<file path="config.mk">
export PLATFORM = sky130hd
export DESIGN_NAME = rsr_regs
export DESIGN_NICKNAME = d
export VERILOG_FILES = /design/src/rtl/rsr_pkg.sv /design/src/rtl/rsr_peak_hold.sv /design/src/rtl/rsr_regs.sv
export SDC_FILE = /design/constraint.sdc
export NUM_CORES = 1
export LEC_CHECK = 0
export ABC_AREA = 1
export BUFFER_PORTS_ARGS = -buffer_cell sky130_fd_sc_hd__buf_2
export CAP_MARGIN = 10
export CORE_AREA = 4 4 103 105
export CTS_CLUSTER_SIZE = 20
export DETAILED_ROUTE_END_ITERATION = 10
export DIE_AREA = 0 0 107 109
export GPL_TIMING_DRIVEN = 0
export PLACE_DENSITY_LB_ADDON = 0.3
export SLEW_MARGIN = 20
export SYNTH_ARGS = -nofsm -noshare
export SYNTH_HDL_FRONTEND = slang
export SYNTH_HIERARCHICAL = 1
export SYNTH_SLANG_ARGS = --single-unit
</file>
<file path="constraint.sdc">
create_clock -name sys_clk -period 3.22 [get_ports sys_clk]
set_input_delay 0.644 -clock sys_clk [delete_from_list [all_inputs] [get_ports sys_clk]]
set_output_delay 0.644 -clock sys_clk [all_outputs]
set_load 0.1 [all_outputs]
</file>
<file path="src/rtl/rsr_pkg.sv">
// Package for the reader status, mask, strength and test register bank.
// Assumes an 8-bit register port driven by the host interface logic.
`default_nettype none
package rsr_pkg;
   localparam logic [7:0] RSR_ADDR_MASK     = 8'h0D;
   localparam logic [7:0] RSR_ADDR_POS_LO   = 8'h0E;
   localparam logic [7:0] RSR_ADDR_STRENGTH = 8'h0F;
   localparam logic [7:0] RSR_ADDR_TEST1    = 8'h1A;
   localparam logic [7:0] RSR_ADDR_TEST2    = 8'h1B;
   localparam logic [7:0] RSR_MASK_RESET    = 8'h3E;
   localparam logic [7:0] RSR_ZERO_RESET    = 8'h00;
   // Enable bit positions in the mask register
   localparam int RSR_EN_FIFO   = 5;
   localparam int RSR_EN_CRC    = 4;
   localparam int RSR_EN_PARITY = 3;
   localparam int RSR_EN_FRAME  = 2;
   localparam int RSR_EN_COLL   = 1;
   localparam int RSR_EN_NORESP = 0;
   // Test register 1 fields
   localparam int RSR_T1_KEY_IN  = 7;
   localparam int RSR_T1_SUB_OUT = 6;
   localparam int RSR_T1_DIRECT  = 5;
   localparam int RSR_T1_STAGE   = 4;
   localparam int RSR_T1_ATT2    = 3;
   localparam int RSR_T1_ATT1    = 2;
   localparam int RSR_T1_FOLLOW  = 1;
   localparam int RSR_T1_AGC     = 0;
   // Test register 2 fields
   localparam int RSR_T2_CARRIER = 7;
   localparam int RSR_T2_IO_HI   = 3;
   localparam int RSR_T2_IO_LO   = 2;
   localparam int RSR_T2_DEC     = 1;
   localparam int RSR_T2_FASTCLK = 0;
   // Strength register fields
   localparam int RSR_OSC_BIT    = 6;
   // Oscillator settle time
   localparam int RSR_CLK_MHZ    = 100;
   localparam int RSR_OSC_US     = 200;
   localparam int RSR_OSC_CYCLES = RSR_OSC_US * RSR_CLK_MHZ;
   localparam int RSR_OSC_CW     = 15;
endpackage
`default_nettype wire

</file>
<file path="src/rtl/rsr_peak_hold.sv">
// Peak hold of one 3-bit strength code.
// Assumes the level code is synchronous to sys_clk.
`default_nettype none
module rsr_peak_hold
   import rsr_pkg::*;
(
   input  wire logic       sys_clk, // System clock
   input  wire logic       rst,     // Synchronous reset
   input  wire logic       clear,   // Restart measurement
   input  wire logic       sample,  // Level code is valid
   input  wire logic [2:0] level,   // Present level code
   output logic      [2:0] peak     // Held peak
);
   logic [2:0] peak_q;
   wire        higher = sample && (level > peak_q);
   assign peak = peak_q;

   always_ff @(posedge sys_clk) begin
      if (rst || clear) begin
         peak_q <= 3'h0;
      end else if (higher) begin
         peak_q <= level;
      end
   end
endmodule
`default_nettype wire

</file>
<file path="src/rtl/rsr_regs.sv">
// Status, interrupt mask, signal strength and test register bank.
// Assumes a host port that issues one-cycle read and write strobes and
// samples rd_data in the cycle after a read strobe.
// Notes on behaviour
// - Upper hit position bits clear after read
// - Mask resets to 3E, no-response disabled
// - Ten-bit position split over two registers
// - Low position resets zero, clears on read
// - Position also captures error bit positions
// - Per-source enables gate the interrupt request
// - Strength holds demodulated envelope peak
// - Strength cleared when transmission begins
// - Three-bit code, seven 4 dB steps
// - Main bits 2..0, auxiliary bits 5..3
// - Auxiliary measures input b unless swapped
// - Bit 6 reports oscillator stable
// - Keying pin becomes decoder input
// - Subcarrier out, direct keying with rx clear
// - Stage select picks first or second stage
// - Attenuate bits cut stage gain 6 dB
// - Gain test shows gain level in main
// - Test registers reset to zero
// - Test mode ends on stop, bits cleared
// - Fast coder clocking from carrier clock
// - Status read clears flags and request line
`default_nettype none
module rsr_regs
   import rsr_pkg::*;
(
   input  wire logic       sys_clk,         // 100 MHz clock
   input  wire logic       rst,             // Power-on or chip enable low
   input  wire logic [7:0] addr,            // Register address
   input  wire logic       wr_en,           // Write strobe
   input  wire logic [7:0] wr_data,         // Write data
   input  wire logic       rd_en,           // Read strobe
   output logic      [7:0] rd_data,         // Read data, registered
   input  wire logic       stop_cond,       // Host stop condition
   input  wire logic       tx_start,        // Transmission begins
   input  wire logic       rx_active,       // Reception in progress
   input  wire logic       hit_event,       // Collision or error seen
   input  wire logic [9:0] hit_position,    // Bit position of that event
   input  wire logic [5:0] irq_flags,       // Status flags in bit order
   input  wire logic       irq_status_rd,   // Status register read
   output logic            irq,             // Interrupt request line
   input  wire logic [2:0] level_a,         // Envelope code, input a
   input  wire logic [2:0] level_b,         // Envelope code, input b
   input  wire logic [2:0] gain_level,      // Automatic gain code
   input  wire logic       input_swap,      // Chip state swap option
   input  wire logic       onoff_keying_pin, // Keying pin level
   output logic            decoder_in,      // Decoder digital input
   output logic            keying_pin_as_decoder_input, // Pin reused
   input  wire logic       rx_subcarrier,   // Receiver subcarrier
   input  wire logic       tx_modulation,   // Normal modulation
   output logic            tx_keying_pin,   // Modulation pin out
   output logic            rx_clear,        // Receiver reset
   output logic            stage_select,    // 1 selects second stage
   output logic            stage_one_attenuate, // First stage -6 dB
   output logic            stage_two_attenuate, // Second stage -6 dB
   output logic            follower_test,   // Input follower test
   output logic            carrier_level_check, // Level test
   output logic            test_mode,       // Device in test mode
   output logic            decoder_test,    // Decoder test mode
   output logic            fast_coder_clocking // Coders on carrier clock
);
   logic [7:0]  mask_q;
   logic [7:0]  pos_lo_q;
   logic [7:0]  test1_q;
   logic [7:0]  test2_q;
   logic [7:0]  rd_data_q;
   logic [RSR_OSC_CW-1:0] osc_cnt_q;
   logic        osc_ok_q;
   logic [2:0]  main_peak;
   logic [2:0]  aux_peak;
   logic [5:0]  pending_q;
   logic        irq_q;

   wire sel_mask  = (addr == RSR_ADDR_MASK);
   wire sel_pos   = (addr == RSR_ADDR_POS_LO);
   wire sel_str   = (addr == RSR_ADDR_STRENGTH);
   wire sel_t1    = (addr == RSR_ADDR_TEST1);
   wire sel_t2    = (addr == RSR_ADDR_TEST2);
   wire rd_mask   = rd_en && sel_mask;
   wire rd_pos    = rd_en && sel_pos;

   // Input swap moves the auxiliary channel onto input a
   wire [2:0] aux_level = input_swap ? level_a : level_b;

   rsr_peak_hold main_hold (
      .sys_clk (sys_clk),
      .rst     (rst),
      .clear   (tx_start),
      .sample  (rx_active),
      .level   (level_a),
      .peak    (main_peak)
   );

   rsr_peak_hold aux_hold (
      .sys_clk (sys_clk),
      .rst     (rst),
      .clear   (tx_start),
      .sample  (rx_active),
      .level   (aux_level),
      .peak    (aux_peak)
   );

   wire [2:0] main_shown = test1_q[RSR_T1_AGC] ? gain_level
                                               : main_peak;
   wire [7:0] strength_word = {1'b0, osc_ok_q, aux_peak,
                               main_shown};

   // Mask register: enables written, position bits from hardware
   wire [7:0] mask_wr = {mask_q[7:6], wr_data[5:0]};
   // A new event outranks the read clear so it is not lost
   wire [1:0] hi_next = hit_event ? hit_position[9:8]
                      : (rd_mask ? 2'h0 : mask_q[7:6]);
   wire [5:0] en_next = (wr_en && sel_mask) ? mask_wr[5:0]
                                            : mask_q[5:0];
   wire [7:0] lo_next = hit_event ? hit_position[7:0]
                      : (rd_pos ? 8'h00 : pos_lo_q);

   always_ff @(posedge sys_clk) begin
      if (rst) begin
         mask_q   <= RSR_MASK_RESET;
         pos_lo_q <= RSR_ZERO_RESET;
      end else begin
         mask_q   <= {hi_next, en_next};
         pos_lo_q <= lo_next;
      end
   end

   // Test registers
   wire [7:0] test2_wr  = wr_data;
   wire       t2_write  = wr_en && sel_t2;
   // Stop ends test mode; a write in the same cycle still lands
   wire [7:0] t2_after_stop = stop_cond ? (test2_q & 8'hF1) : test2_q;
   wire [7:0] test2_next = t2_write ? test2_wr : t2_after_stop;

   always_ff @(posedge sys_clk) begin
      if (rst) begin
         test1_q <= RSR_ZERO_RESET;
         test2_q <= RSR_ZERO_RESET;
      end else begin
         if (wr_en && sel_t1) begin
            test1_q <= wr_data;
         end
         test2_q <= test2_next;
      end
   end

   // Oscillator start-up timer
   wire osc_done = (osc_cnt_q == RSR_OSC_CW'(RSR_OSC_CYCLES - 1));
   always_ff @(posedge sys_clk) begin
      if (rst) begin
         osc_cnt_q <= '0;
         osc_ok_q  <= 1'b0;
      end else if (!osc_ok_q) begin
         osc_cnt_q <= osc_cnt_q + RSR_OSC_CW'(1);
         osc_ok_q  <= osc_done;
      end
   end

   // Interrupt request: pending flags gated by enables
   wire [5:0] pend_next = irq_status_rd ? irq_flags
                                        : (pending_q | irq_flags);
   wire       irq_next  = |(pend_next & mask_q[5:0]);
   always_ff @(posedge sys_clk) begin
      if (rst) begin
         pending_q <= 6'h00;
         irq_q     <= 1'b0;
      end else begin
         // Read clears, but a flag arriving together stays set
         pending_q <= pend_next;
         irq_q     <= irq_next;
      end
   end
   assign irq = irq_q;

   // Read data multiplexer
   wire [7:0] rd_mux = sel_mask ? mask_q
                     : sel_pos ? pos_lo_q
                     : sel_str ? strength_word
                     : sel_t1  ? test1_q
                     : sel_t2  ? test2_q
                     : 8'h00;
   always_ff @(posedge sys_clk) begin
      if (rst) begin
         rd_data_q <= 8'h00;
      end else if (rd_en) begin
         rd_data_q <= rd_mux;
      end
   end
   assign rd_data = rd_data_q;

   // Pin and receiver steering
   assign keying_pin_as_decoder_input = test1_q[RSR_T1_KEY_IN];
   assign decoder_in = test1_q[RSR_T1_KEY_IN] &
                       onoff_keying_pin;
   assign tx_keying_pin = test1_q[RSR_T1_SUB_OUT] ? rx_subcarrier
                                                 : tx_modulation;
   assign rx_clear = test1_q[RSR_T1_DIRECT];
   assign stage_select = test1_q[RSR_T1_STAGE];
   assign stage_two_attenuate = test1_q[RSR_T1_ATT2];
   assign stage_one_attenuate = test1_q[RSR_T1_ATT1];
   assign follower_test = test1_q[RSR_T1_FOLLOW];
   assign carrier_level_check = test2_q[RSR_T2_CARRIER];
   assign decoder_test = test2_q[RSR_T2_DEC];
   assign test_mode = test2_q[RSR_T2_DEC] | test2_q[RSR_T2_IO_HI] |
                      test2_q[RSR_T2_IO_LO];
   assign fast_coder_clocking = test2_q[RSR_T2_FASTCLK];
endmodule
`default_nettype wire

</file>
**Word-level counts from Yosys, hierarchy flattened**

Index checks and enable logic that the tools add are counted.

- Input bits: 54
- RAM bits: 0
- Latch bits: 0
- Register bits: 69
- Memories kept: 0
- Word-level logic and storage cells: 55
- ROM bits: 0
- Output and inout bits: 21

- Reduce and logical (&&, ||, !) cells: 12
- Mux-type cells: 16
- Shift-type cells: 0
- Equal/unequal tests: 6
- $mul: 0
- Bitwise gates (word level): 5
- Div/mod/pow operators: 0
- Magnitude comparators: 2
- Add/subtract/negate cells: 1

Operator list:

| operator | count |
|---|---|
| 8-bit two-way mux | 8 |
| 8-bit by 4-bit == test with 1-bit output, second input constant | 3 |
| 8-bit by 5-bit == test with 1-bit output, second input constant | 2 |
| 15-bit by 1-bit adder with 15-bit output, second input constant | 1 |
| 15-bit == test, second input constant | 1 |
| 1-bit logical AND | 7 |
| 6-bit bitwise AND | 1 |
| 3-bit greater-than comparator | 2 |
| 3-bit two-way mux | 2 |
| 6-bit two-way mux | 1 |
| 6-bit bitwise OR | 1 |
| 2-bit nonzero test | 3 |
| 6-bit OR reduction | 1 |
| 2-bit two-way mux | 2 |
| 4-bit two-way mux | 1 |
| 1-bit two-way mux | 2 |
| 1-bit bitwise OR | 2 |
| 1-bit bitwise AND | 1 |
| 1-bit logical OR | 1 |

**Logic depth before layout (Yosys ltp)**

Gate-level depths: netlist of run 1.

- Depth after elaboration: 6
- Gate-level depth with buffers: 11
- Depth with buffers taken out: 11

**Cells and area by module**

Netlist of run 1, hierarchy kept.

Modules (own cells, without submodules):

| module | instances | area an instance (um^2) | sequential area each (um^2) | cells an instance |
|---|---|---|---|---|
| rsr_regs | 1 | 3164.3 | 1261.2 | 476 |
| rsr_peak_hold | 2 | 225.2 | 60.1 | 37 |

**Worst setup path after synthesis of run 1**

OpenSTA, ideal clock, no wires.

- Kind: register -> output
- From: reg test2_q[1]
- To: out test_mode
- Setup slack: 0.805 ns
- Data required time: 2.576 ns
- Stages on the path, launching flop included: 2
- Arrival: 1.771 ns
- Path buffers: 0
- Path through: dfxtp_1 > or3_1

- Cells in the longest elaborated chain, start to end: 2

Ends and longest elaborated chain:

| element | line | source |
|---|---|---|
| start, declared | rsr_regs.sv:68 | `logic [7:0] test2_q;` |
| start signal, assigned | rsr_regs.sv:146 | `test2_q <= test2_next;` |
| 1-bit bitwise OR (2 in a row) | rsr_regs.sv:207 | `assign test_mode = test2_q[RSR_T2_DEC] \| test2_q[RSR_T2_IO_HI] \|` |
| end, declared | rsr_regs.sv:61 | `output logic test_mode,` |

Every way passes these cells.

**Worst setup path in the final report of run 1**

- From: reg test2_q[3]
- To: out test_mode

The elaborated chain is that of the path after synthesis.

==> results of run 1 <==
worst max-delay path, cell delays in order, from the launching register on:
cell and delay [ns]:
dfxtp_1 0.34, or3_1 0.41, buf_2 0.31
synth_stat cells (all sizes together):
library cell    n  area [um2]
a21o            6        45.0
a21oi          31         155
a31oi           1        6.26
buf             6        38.8
clkbuf          7        26.3
clkinv          1        5.00
dfxtp          69        1380
ha              7        87.6
inv            72         270
mux2            3        33.8
nand2         164         638
nand3          56         298
nand3b          3        22.5
nand4           9        56.3
nor2           91         397
nor3            5        30.0
nor3b           1        12.5
nor4            1        6.26
o211ai          3        22.5
o21ai           8        40.0
or2             3        18.8
or3             1        6.26
xor2            2        17.5
layer usage:
metal / up-vias / global-route usage (%)
met5: - / 0
met3: 13 / 4.62
met1: 1563 / 19.9
met4: 0 / 4.75
met2: 82 / 28.5
li1: 1897 / -
power groups by stage:
stage | Sequential, mW | Clock, mW | Combinational [mW]
6_report | 0.885 | 0.869 | 0.212
2_1_floorplan | 0.911 | 0 | 0.131
5_1_grt | 0.888 | 0.921 | 0.240
3_5_place_dp | 0.905 | 0 | 0.212
3_3_place_gp | 0.905 | 0 | 0.205
4_1_cts | 0.885 | 0.887 | 0.213
cells by family after synthesis:
group           count (synthesis)
buf+inv                        86
mux                             3
fa+ha+maj                       7
xor+xnor                        2
compound gates                 49
flops                          69
simple gates                  334
registers in the layout (all words and copies together), names as in the netlist:
name	count
mask_q	8
irq	1
aux_hold/peak	3
osc_ok_q	1
osc_cnt_q	15
pending_q	6
main_hold/peak	3
test2_q	8
pos_lo_q	8
rd_data	8
test1_q	8
area by class of cell:
cell class / count / area share, %
Timing Repair Buffer: 73 / 8.32
Sequential cell: 69 / 31.5
Clock buffer: 9 / 2.82
Clock inverter: 7 / 2.76
Multi-Input combinational cell: 395 / 43.1
Buffer: 13 / 1.48
Inverter: 73 / 6.27
Tap cell: 133 / 3.79
metrics by stage:
step | hold WS [ns] | worst slack (ns) | std cells
after floorplan | 0.440 | 0.805 | 550
after global placement | 0.456 | 1.21 | 756
after detailed placement | 0.457 | 1.19 | 756
after CTS | 0.469 | 1.15 | 772
after global routing | 0.486 | 1.13 | 772
final | 0.466 | 1.17 | 772
worst paths after layout:
path	from	end	cells past startpoint
worst max-delay path	test2_q[3]$_SDFFE_PP0P_	test_mode	2
worst min-delay path	pos_lo_q[1]$_SDFFE_PP0P_	pos_lo_q[1]$_SDFFE_PP0P_	2
worst max register to register	osc_cnt_q[0]$_SDFFE_PP0N_	osc_cnt_q[14]$_SDFFE_PP0N_	11
worst min register to register	pos_lo_q[1]$_SDFFE_PP0P_	pos_lo_q[1]$_SDFFE_PP0P_	2
==> impl_metrics.ini, run 1 <==
[status]
outcome = completed

[global_routing]
grt.overflow.total = 0
antenna_found_initial = 0
grt_usage_pct = 16.4
grt_pass1_wl_um = 15100
grt_max_degree = 14
grt_pass1_vias = 3335

[synth]
syn_area_um2 = 3610
muxShareOfSynthArea_pct = 0.935
avgSynthCellArea_um2 = 6.57
synth-seq-cells = 69
synth-adder-area-share_pct = 2.42
syn_nets = 611
ys_seq_area_share_pct = 38.2
yosysWarningCount = 6
synth-compound-area-share_pct = 7.44
synthCells = 550
synth_xor_area_share_pct = 0.485
synth_top_family_by_area = simple AND/OR/NAND/NOR gates
synth.distinct_cells = 34
yosys.area_share.simple_pct = 41.1

[clock_network]
clock_sinks = 69
clkTransAtPathRegs_ns = 0.08
postCtsSetupBuffers = 0
cts_resized = 0
clk_latency_ns = 0.35
root_buffer = clkbuf_8
clk_path_buf_depth = 2
cts_tree = yes
numCtsBuffers = 9
h-tree-depth = 3
holdBufCountCts = 0

[power]
p_sw_share_pct = 25.2
p_sw_mw = 0.496
ir_drop_uv = 245
clkPwrFrac_pct = 44.2
p_leak_nw = 2.18
p_total_mw = 1.97
p_int_mw = 1.47
power.density_nw_per_um2 = 448
power_frac_comb_pct = 10.8
power_frac_seq_pct = 45.0

[drt]
wl_met2_um = 4450
drc = 0
wl_met1_um = 4190
via_per_inst = 4.60
met3_length_um = 524
top_layer = met4
finalWirelength_um = 9330
vias = 3555
ant_nets = 0
first_iter_violations = 201
dr.pass1.iters = 5
wl_per_cell_um = 12.1

[final_layout]
finish.instance_area_um2 = 4390
nets = 695
n_antenna_cell = 0
fillers = 1016
utilization_pct = 45.6
seqCellArea_um2 = 1380
most-common-layout-cells = 155 x nand2_1, 82 x nor2_1, 77 x buf_2
multi_input_area_um2 = 1890
drive_gt1_share_pct = 20.0
syn_to_final_growth_pct = 21.5
mostFrequentLayoutCell = nand2_1

[timing]
worstMarginPinSlew_ns = 0.647
finalHoldViolations = 0
rsz0062_at_grt = false
drv_slew = 0
fin_worst_skew_ns = 0.00824
max_freq_ghz = 0.487
setup_viol = 0
fin_crit_ns = 2.05
slew_headroom_pct = 56.8
tns_ns = 0
min_period_over_period_pct = 63.8

[floorplanning]
dieHeight_um = 109
coreArea_um2 = 9640
rows = 36
die_area_um2 = 11700
start_util_pct = 37.5
die_w_um = 107
io_pins = 75

[worst_setup_path]
endpoint_kind = output pin
rrSetupSlack_ns = 1.60
critPathLaunchType = flip-flop
worstPathArrival_ns = 1.41
required_ns = 2.58
path_max_fanout = 3
path_class = reg -> out

[placement]
gp_congestion = 0.851
portBuffers = 73
dpl.hpwl_um = 7360
place_area_um2 = 4150

[job]
drv_cap = 0

[hold_path]
hold_path_class = reg -> reg
No activity file was read; power rests on OpenSTA's default activity.
==> run 2: changes to the inputs <==
--- a/config.mk
+++ b/config.mk
@@ -5,13 +5,13 @@
 export SDC_FILE = /design/constraint.sdc
 export NUM_CORES = 1
 export LEC_CHECK = 0
-export ABC_AREA = 1
+export ABC_AREA = 0
 export BUFFER_PORTS_ARGS = -buffer_cell sky130_fd_sc_hd__buf_2
 export CAP_MARGIN = 10
-export CORE_AREA = 4 4 103 105
+export CORE_AREA = 4 4 101 103
 export CTS_CLUSTER_SIZE = 20
 export DETAILED_ROUTE_END_ITERATION = 10
-export DIE_AREA = 0 0 107 109
+export DIE_AREA = 0 0 105 107
 export GPL_TIMING_DRIVEN = 0
 export PLACE_DENSITY_LB_ADDON = 0.3
 export SLEW_MARGIN = 20
==> constraint.sdc (replaced) <==
create_clock -name sys_clk -period 1.98 [get_ports sys_clk]
set_input_delay 0.396 -clock sys_clk [delete_from_list [all_inputs] [get_ports sys_clk]]
set_output_delay 0.396 -clock sys_clk [all_outputs]
set_load 0.1 [all_outputs]
==> impl_metrics.ini, run 2 <==
[status]
outcome = completed

[floorplanning]
start_util_pct = 37.4
io_pins = 75
die_w_um = 105
rows = 35
die_area_um2 = 11200
dieHeight_um = 107
coreArea_um2 = 9200

[final_layout]
n_antenna_cell = 0
finish.instance_area_um2 = 4110
largest-register = osc_cnt_q
nets = 521
syn_to_final_growth_pct = 19.4
drive_gt1_share_pct = 24.8
largest_reg_flops = 15
final_cells = 574
mostFrequentLayoutCell = buf_2
most-common-layout-cells = 76 x buf_2, 69 x dfxtp_1, 37 x nor2_1

[global_routing]
antenna_found_initial = 0
grt_pass1_vias = 3098
grt.overflow.total = 0
grt_pass1_wl_um = 15300
grt_max_degree = 11
grt_usage_pct = 17.0

[worst_setup_path]
required_ns = 1.58
path_class = reg -> out
cp_num_buf_inv = 1
rrSetupSlack_ns = 0.32
worstRegToRegCells = 6
worstPathArrival_ns = 1.46
path_delay_family = simple AND/OR/NAND/NOR gates
reg2reg_from = osc_ok_q$_SDFF_PP0_
max_stage_delay_ns = 0.47
regToRegEndpoint = osc_cnt_q[11]$_SDFFE_PP0N_
critPathLaunchType = flip-flop
critPathSlowestCell = or3_2
endpoint_kind = output pin
crit_path_cell_trace = or3_2 -> buf_2
cp.depth = 2
path_max_fanout = 4

[timing]
setup_viol = 0
min_period_over_period_pct = 93.6
fin_worst_skew_ns = 0.00933
tns_ns = 0
max_freq_ghz = 0.540
drv_slew = 0
fin_crit_ns = 1.85
slew_headroom_pct = 58.8
rsz0062_at_grt = false
worstMarginPinSlew_ns = 0.618
finalHoldViolations = 0

[power]
p_total_mw = 2.78
p_leak_nw = 1.75
ir_drop_uv = 370
power.density_nw_per_um2 = 677

[synth]
synth-seq-cells = 69
avgSynthCellArea_um2 = 9.13
synthMostInstantiatedCell = dfxtp_1
synth_area_leader_cell = dfxtp_1
synth_top_family_by_area = simple AND/OR/NAND/NOR gates
ys_seq_area_share_pct = 40.1
synth_edf_count = 0
synth_area_leaders = dfxtp_1 40%, mux2i_1 4.1%, nor2_1 4.0%, nor2b_1 3.1%, a21oi_1 3.1%
synthCells = 377
yosys-top-cells-count = 69 x dfxtp_1, 37 x nor2_1, 21 x a21oi_1, 21 x o21ai_0, 19 x nand3_1
synth-main-ff-cell = dfxtp_1
muxShareOfSynthArea_pct = 6.69
syn_nets = 438
synth-compound-area-share_pct = 20.3
ys_async_sr_fraction_pct = 0
synth_xor_area_share_pct = 2.55
syn_area_um2 = 3440
synth-adder-area-share_pct = 2.55
synth.distinct_cells = 52
yosysTopAreaCellShare_pct = 40.1
yosysWarningCount = 6
yosys.area_share.simple_pct = 24.0

[placement]
gp_congestion = 0.826
dpl.hpwl_um = 7400
place_area_um2 = 3940
portBuffers = 72
dp.cells = 560

[drt]
first_iter_violations = 132
dr.pass1.iters = 4
wl_met2_um = 4490
wl_met1_um = 4220
ant_nets = 0
wl_per_cell_um = 16.2
top_layer = met4
vias = 3110
met3_length_um = 467
drc = 0
finalWirelength_um = 9290
via_per_inst = 5.42

[clock_network]
h-tree-depth = 3
clk_path_buf_depth = 2
clk_latency_ns = 0.35
postCtsSetupBuffers = 0
cts_tree = yes
root_buffer = clkbuf_8
cts_resized = 0
clkTransAtPathRegs_ns = 0.08
numCtsBuffers = 9
holdBufCountCts = 0
clock_sinks = 69

[hold_path]
hold_path_class = in -> reg
hold_depth = 2
worstHoldStart = hit_position[0]
min_to = pos_lo_q[0]$_SDFFE_PP0P_

[job]
drv_cap = 0
## run 2: cell count changes in the layout (fill, tap and decap cells not counted), sizes merged, moves of 14 or more
cell   previous run  this run
nand2           164        13
inv              74        10
nor2             91        37
nand3            56        19
nor2b             0        19
mux2i             0        14
## run 2: layout make-up
cell class / count / area, um2
sequential: 69 / 1380
buffer: 20 / 91.3
fill: 931 / 5090
tap: 111 / 139
timing repair buffer: 72 / 360
clock inverter: 2 / 10.0
multi-input combinational: 278 / 1930
inverter: 10 / 37.5
clock buffer: 12 / 155
## run 2: stage by stage
| stage | worst slack (ns) | hold WS, ns | utilization (%) |
|---|---|---|---|
| after floorplan | -0.00216 | 0.442 | - |
| after CTS | 0.114 | 0.251 | 44.7 |
| after global routing | 0.0797 | 0.244 | 44.7 |
| after global placement | -0.0475 | 0.463 | 42.9 |
| after detailed placement | -0.0395 | 0.465 | 42.9 |
| final | 0.127 | 0.259 | 44.7 |
## run 2: how the worst max path moves through the flow
stage | from | to | slack (ns)
after detailed placement | addr[7] | pos_lo_q[4]$_SDFFE_PP0P_ | -0.04
after global placement | addr[7] | pos_lo_q[7]$_SDFFE_PP0P_ | -0.05
after floorplan | test1_q[7]$_SDFFE_PP0P_ | decoder_in | -0.002
final | test2_q[1]$_SDFFE_PP0P_ | test_mode | 0.13
after CTS | test2_q[3]$_SDFFE_PP0P_ | test_mode | 0.11
after global routing | test2_q[3]$_SDFFE_PP0P_ | test_mode | 0.08
## run 2: kinds of logic (layout without fill, tap and decap cells)
family | Yosys count | in the layout
adders and majority gates | 7 | 7
AOI/OAI and AO/OA | 98 | 98
xor gates and xnor gates | 10 | 10
DFF | 69 | 69
and+or+nand+nor | 141 | 141
muxes | 22 | 22
buffers and inverters | 30 | 116
## run 2: per-layer routing
layer / up-vias / global-route usage, %
met5: - / 0
met4: 0 / 4.50
met3: 9 / 4.58
met2: 74 / 28.6
met1: 1482 / 21.6
li1: 1545 / -
## run 2: report_power, final
group	switching (mW)	leakage (nW)	total, mW	internal (mW)
Sequential	0.0194	0.561	1.44	1.42
Clock	0.500	0.0881	1.01	0.505
Combinational	0.203	1.10	0.338	0.135
==> run 3: changes to the inputs <==
--- a/config.mk
+++ b/config.mk
@@ -8,10 +8,10 @@
 export ABC_AREA = 0
 export BUFFER_PORTS_ARGS = -buffer_cell sky130_fd_sc_hd__buf_2
 export CAP_MARGIN = 10
-export CORE_AREA = 4 4 101 103
+export CORE_AREA = 4 4 85 87
 export CTS_CLUSTER_SIZE = 20
 export DETAILED_ROUTE_END_ITERATION = 10
-export DIE_AREA = 0 0 105 107
+export DIE_AREA = 0 0 89 91
 export GPL_TIMING_DRIVEN = 0
 export PLACE_DENSITY_LB_ADDON = 0.3
 export SLEW_MARGIN = 20
==> impl_metrics.ini, run 3 (synthesis results as in run 2) <==
[timing]
setup_viol = 0
drv_slew = 0
finalHoldViolations = 0
whs_ns = 0.252
setup_ws_ns = 0.0917
fin_crit_ns = 1.89
fin_worst_skew_ns = 0.00703
worstMarginPinSlew_ns = 0.631
rsz0062_at_grt = false
min_period_over_period_pct = 95.4
slew_headroom_pct = 57.9
max_freq_ghz = 0.530

[worst_setup_path]
crit_path_start = test2_q[1]$_SDFFE_PP0P_
endpoint = test_mode
path_class = reg -> out
worstRegToRegCells = 4
crit_path_cell_trace = or3_2 -> buf_2
critPathSlowestCell = or3_2
critPathLaunchType = flip-flop
endpoint_kind = output pin
path_max_fanout = 4
path_delay_family = simple AND/OR/NAND/NOR gates
reg2reg_from = osc_cnt_q[4]$_SDFFE_PP0N_
cp_num_buf_inv = 1
cp.depth = 2
worstPathArrival_ns = 1.49
rrSetupSlack_ns = 0.29
regToRegEndpoint = osc_cnt_q[14]$_SDFFE_PP0N_
required_ns = 1.58
max_stage_delay_ns = 0.48

[floorplanning]
rows = 29
die_area_um2 = 8100
io_pins = 75
dieHeight_um = 91
die_w_um = 89
coreArea_um2 = 6350
start_util_pct = 54.2

[global_routing]
grt.overflow.total = 0
grt_usage_pct = 23.2
grt_pass1_wl_um = 14800
grt_max_degree = 15
grt_pass1_vias = 3095
antenna_found_initial = 0

[clock_network]
numCtsBuffers = 9
h-tree-depth = 3
holdBufCountCts = 0
cts_resized = 0
clk_path_buf_depth = 2
postCtsSetupBuffers = 0
root_buffer = clkbuf_8
clkTransAtPathRegs_ns = 0.08
clk_latency_ns = 0.35
clock_sinks = 69
cts_tree = yes

[hold_path]
hold_depth = 3
hold_path_class = in -> reg

[job]
drv_cap = 0

[drt]
dr.pass1.iters = 5
wl_per_cell_um = 16.8
ant_nets = 0
vias = 3173
met3_length_um = 727
drc = 0
finalWirelength_um = 9080
top_layer = met4
via_per_inst = 5.85
first_iter_violations = 272
wl_met1_um = 4020
wl_met2_um = 4130

[final_layout]
utilization_pct = 65.0
most-common-layout-cells = 76 x buf_2, 69 x dfxtp_1, 37 x nor2_1
largest-register = osc_cnt_q
seqCellArea_um2 = 1380
final_cells = 542
syn_to_final_growth_pct = 20.0
multi_input_area_um2 = 1930
drive_gt1_share_pct = 25.4
fillers = 535
nets = 521
largest_reg_flops = 15
mostFrequentLayoutCell = buf_2
n_antenna_cell = 0

[power]
ir_drop_uv = 494
p_total_mw = 3.09
p_leak_nw = 1.78
power.density_nw_per_um2 = 749

[placement]
place_ws_ns = -0.0688
portBuffers = 72
gp_congestion = 0.934
dp.cells = 526
dpl.hpwl_um = 6880

[status]
outcome = completed
==> run 3: cell type report <==
| class | count | area share [%] |
|---|---|---|
| multi-input combinational | 278 | 46.8 |
| clock buffer | 9 | 3.00 |
| tap | 77 | 2.33 |
| timing repair buffer | 72 | 8.73 |
| inverter | 10 | 0.909 |
| buffer | 20 | 2.21 |
| clock inverter | 7 | 2.52 |
| sequential | 69 | 33.5 |
==> run 3: routing by layer <==
layer  up-vias  track usage [%]
met5         -                0
met4         0             9.06
met3        24             5.79
met2       122             35.4
met1      1472             31.5
li1       1555                -
==> run 3: stage by stage <==
step | TNS (ns) | instance area (um2)
after floorplan | -0.00216 | 3440
after global placement | -0.0402 | 3900
after detailed placement | -0.151 | 3900
after CTS | 0 | 4130
after global routing | 0 | 4130
final | 0 | 4130
==> run 3: worst min-delay path by stage <==
stage,endpoint,startpoint
2_1_floorplan,pending_q[0]$_SDFF_PP0_,pending_q[0]$_SDFF_PP0_
3_3_place_gp,pending_q[5]$_SDFF_PP0_,pending_q[5]$_SDFF_PP0_
3_5_place_dp,pending_q[5]$_SDFF_PP0_,pending_q[5]$_SDFF_PP0_
4_1_cts,pending_q[5]$_SDFF_PP0_,irq_flags[5]
5_1_grt,pos_lo_q[0]$_SDFFE_PP0P_,hit_position[0]
6_report,pending_q[5]$_SDFF_PP0_,irq_flags[5]
==> run 3: worst min-delay path, stage by stage <==
cell,delay (ns)
buf_2,0.07
a21oi_1,0.04
nor2_1,0.07
==> run 3: report_power, final <==
part,total [mW],switching (mW),internal (mW),leakage (nW)
Sequential,1.44,0.0186,1.42,0.561
Clock,1.32,0.587,0.729,0.115
Combinational,0.340,0.205,0.134,1.10
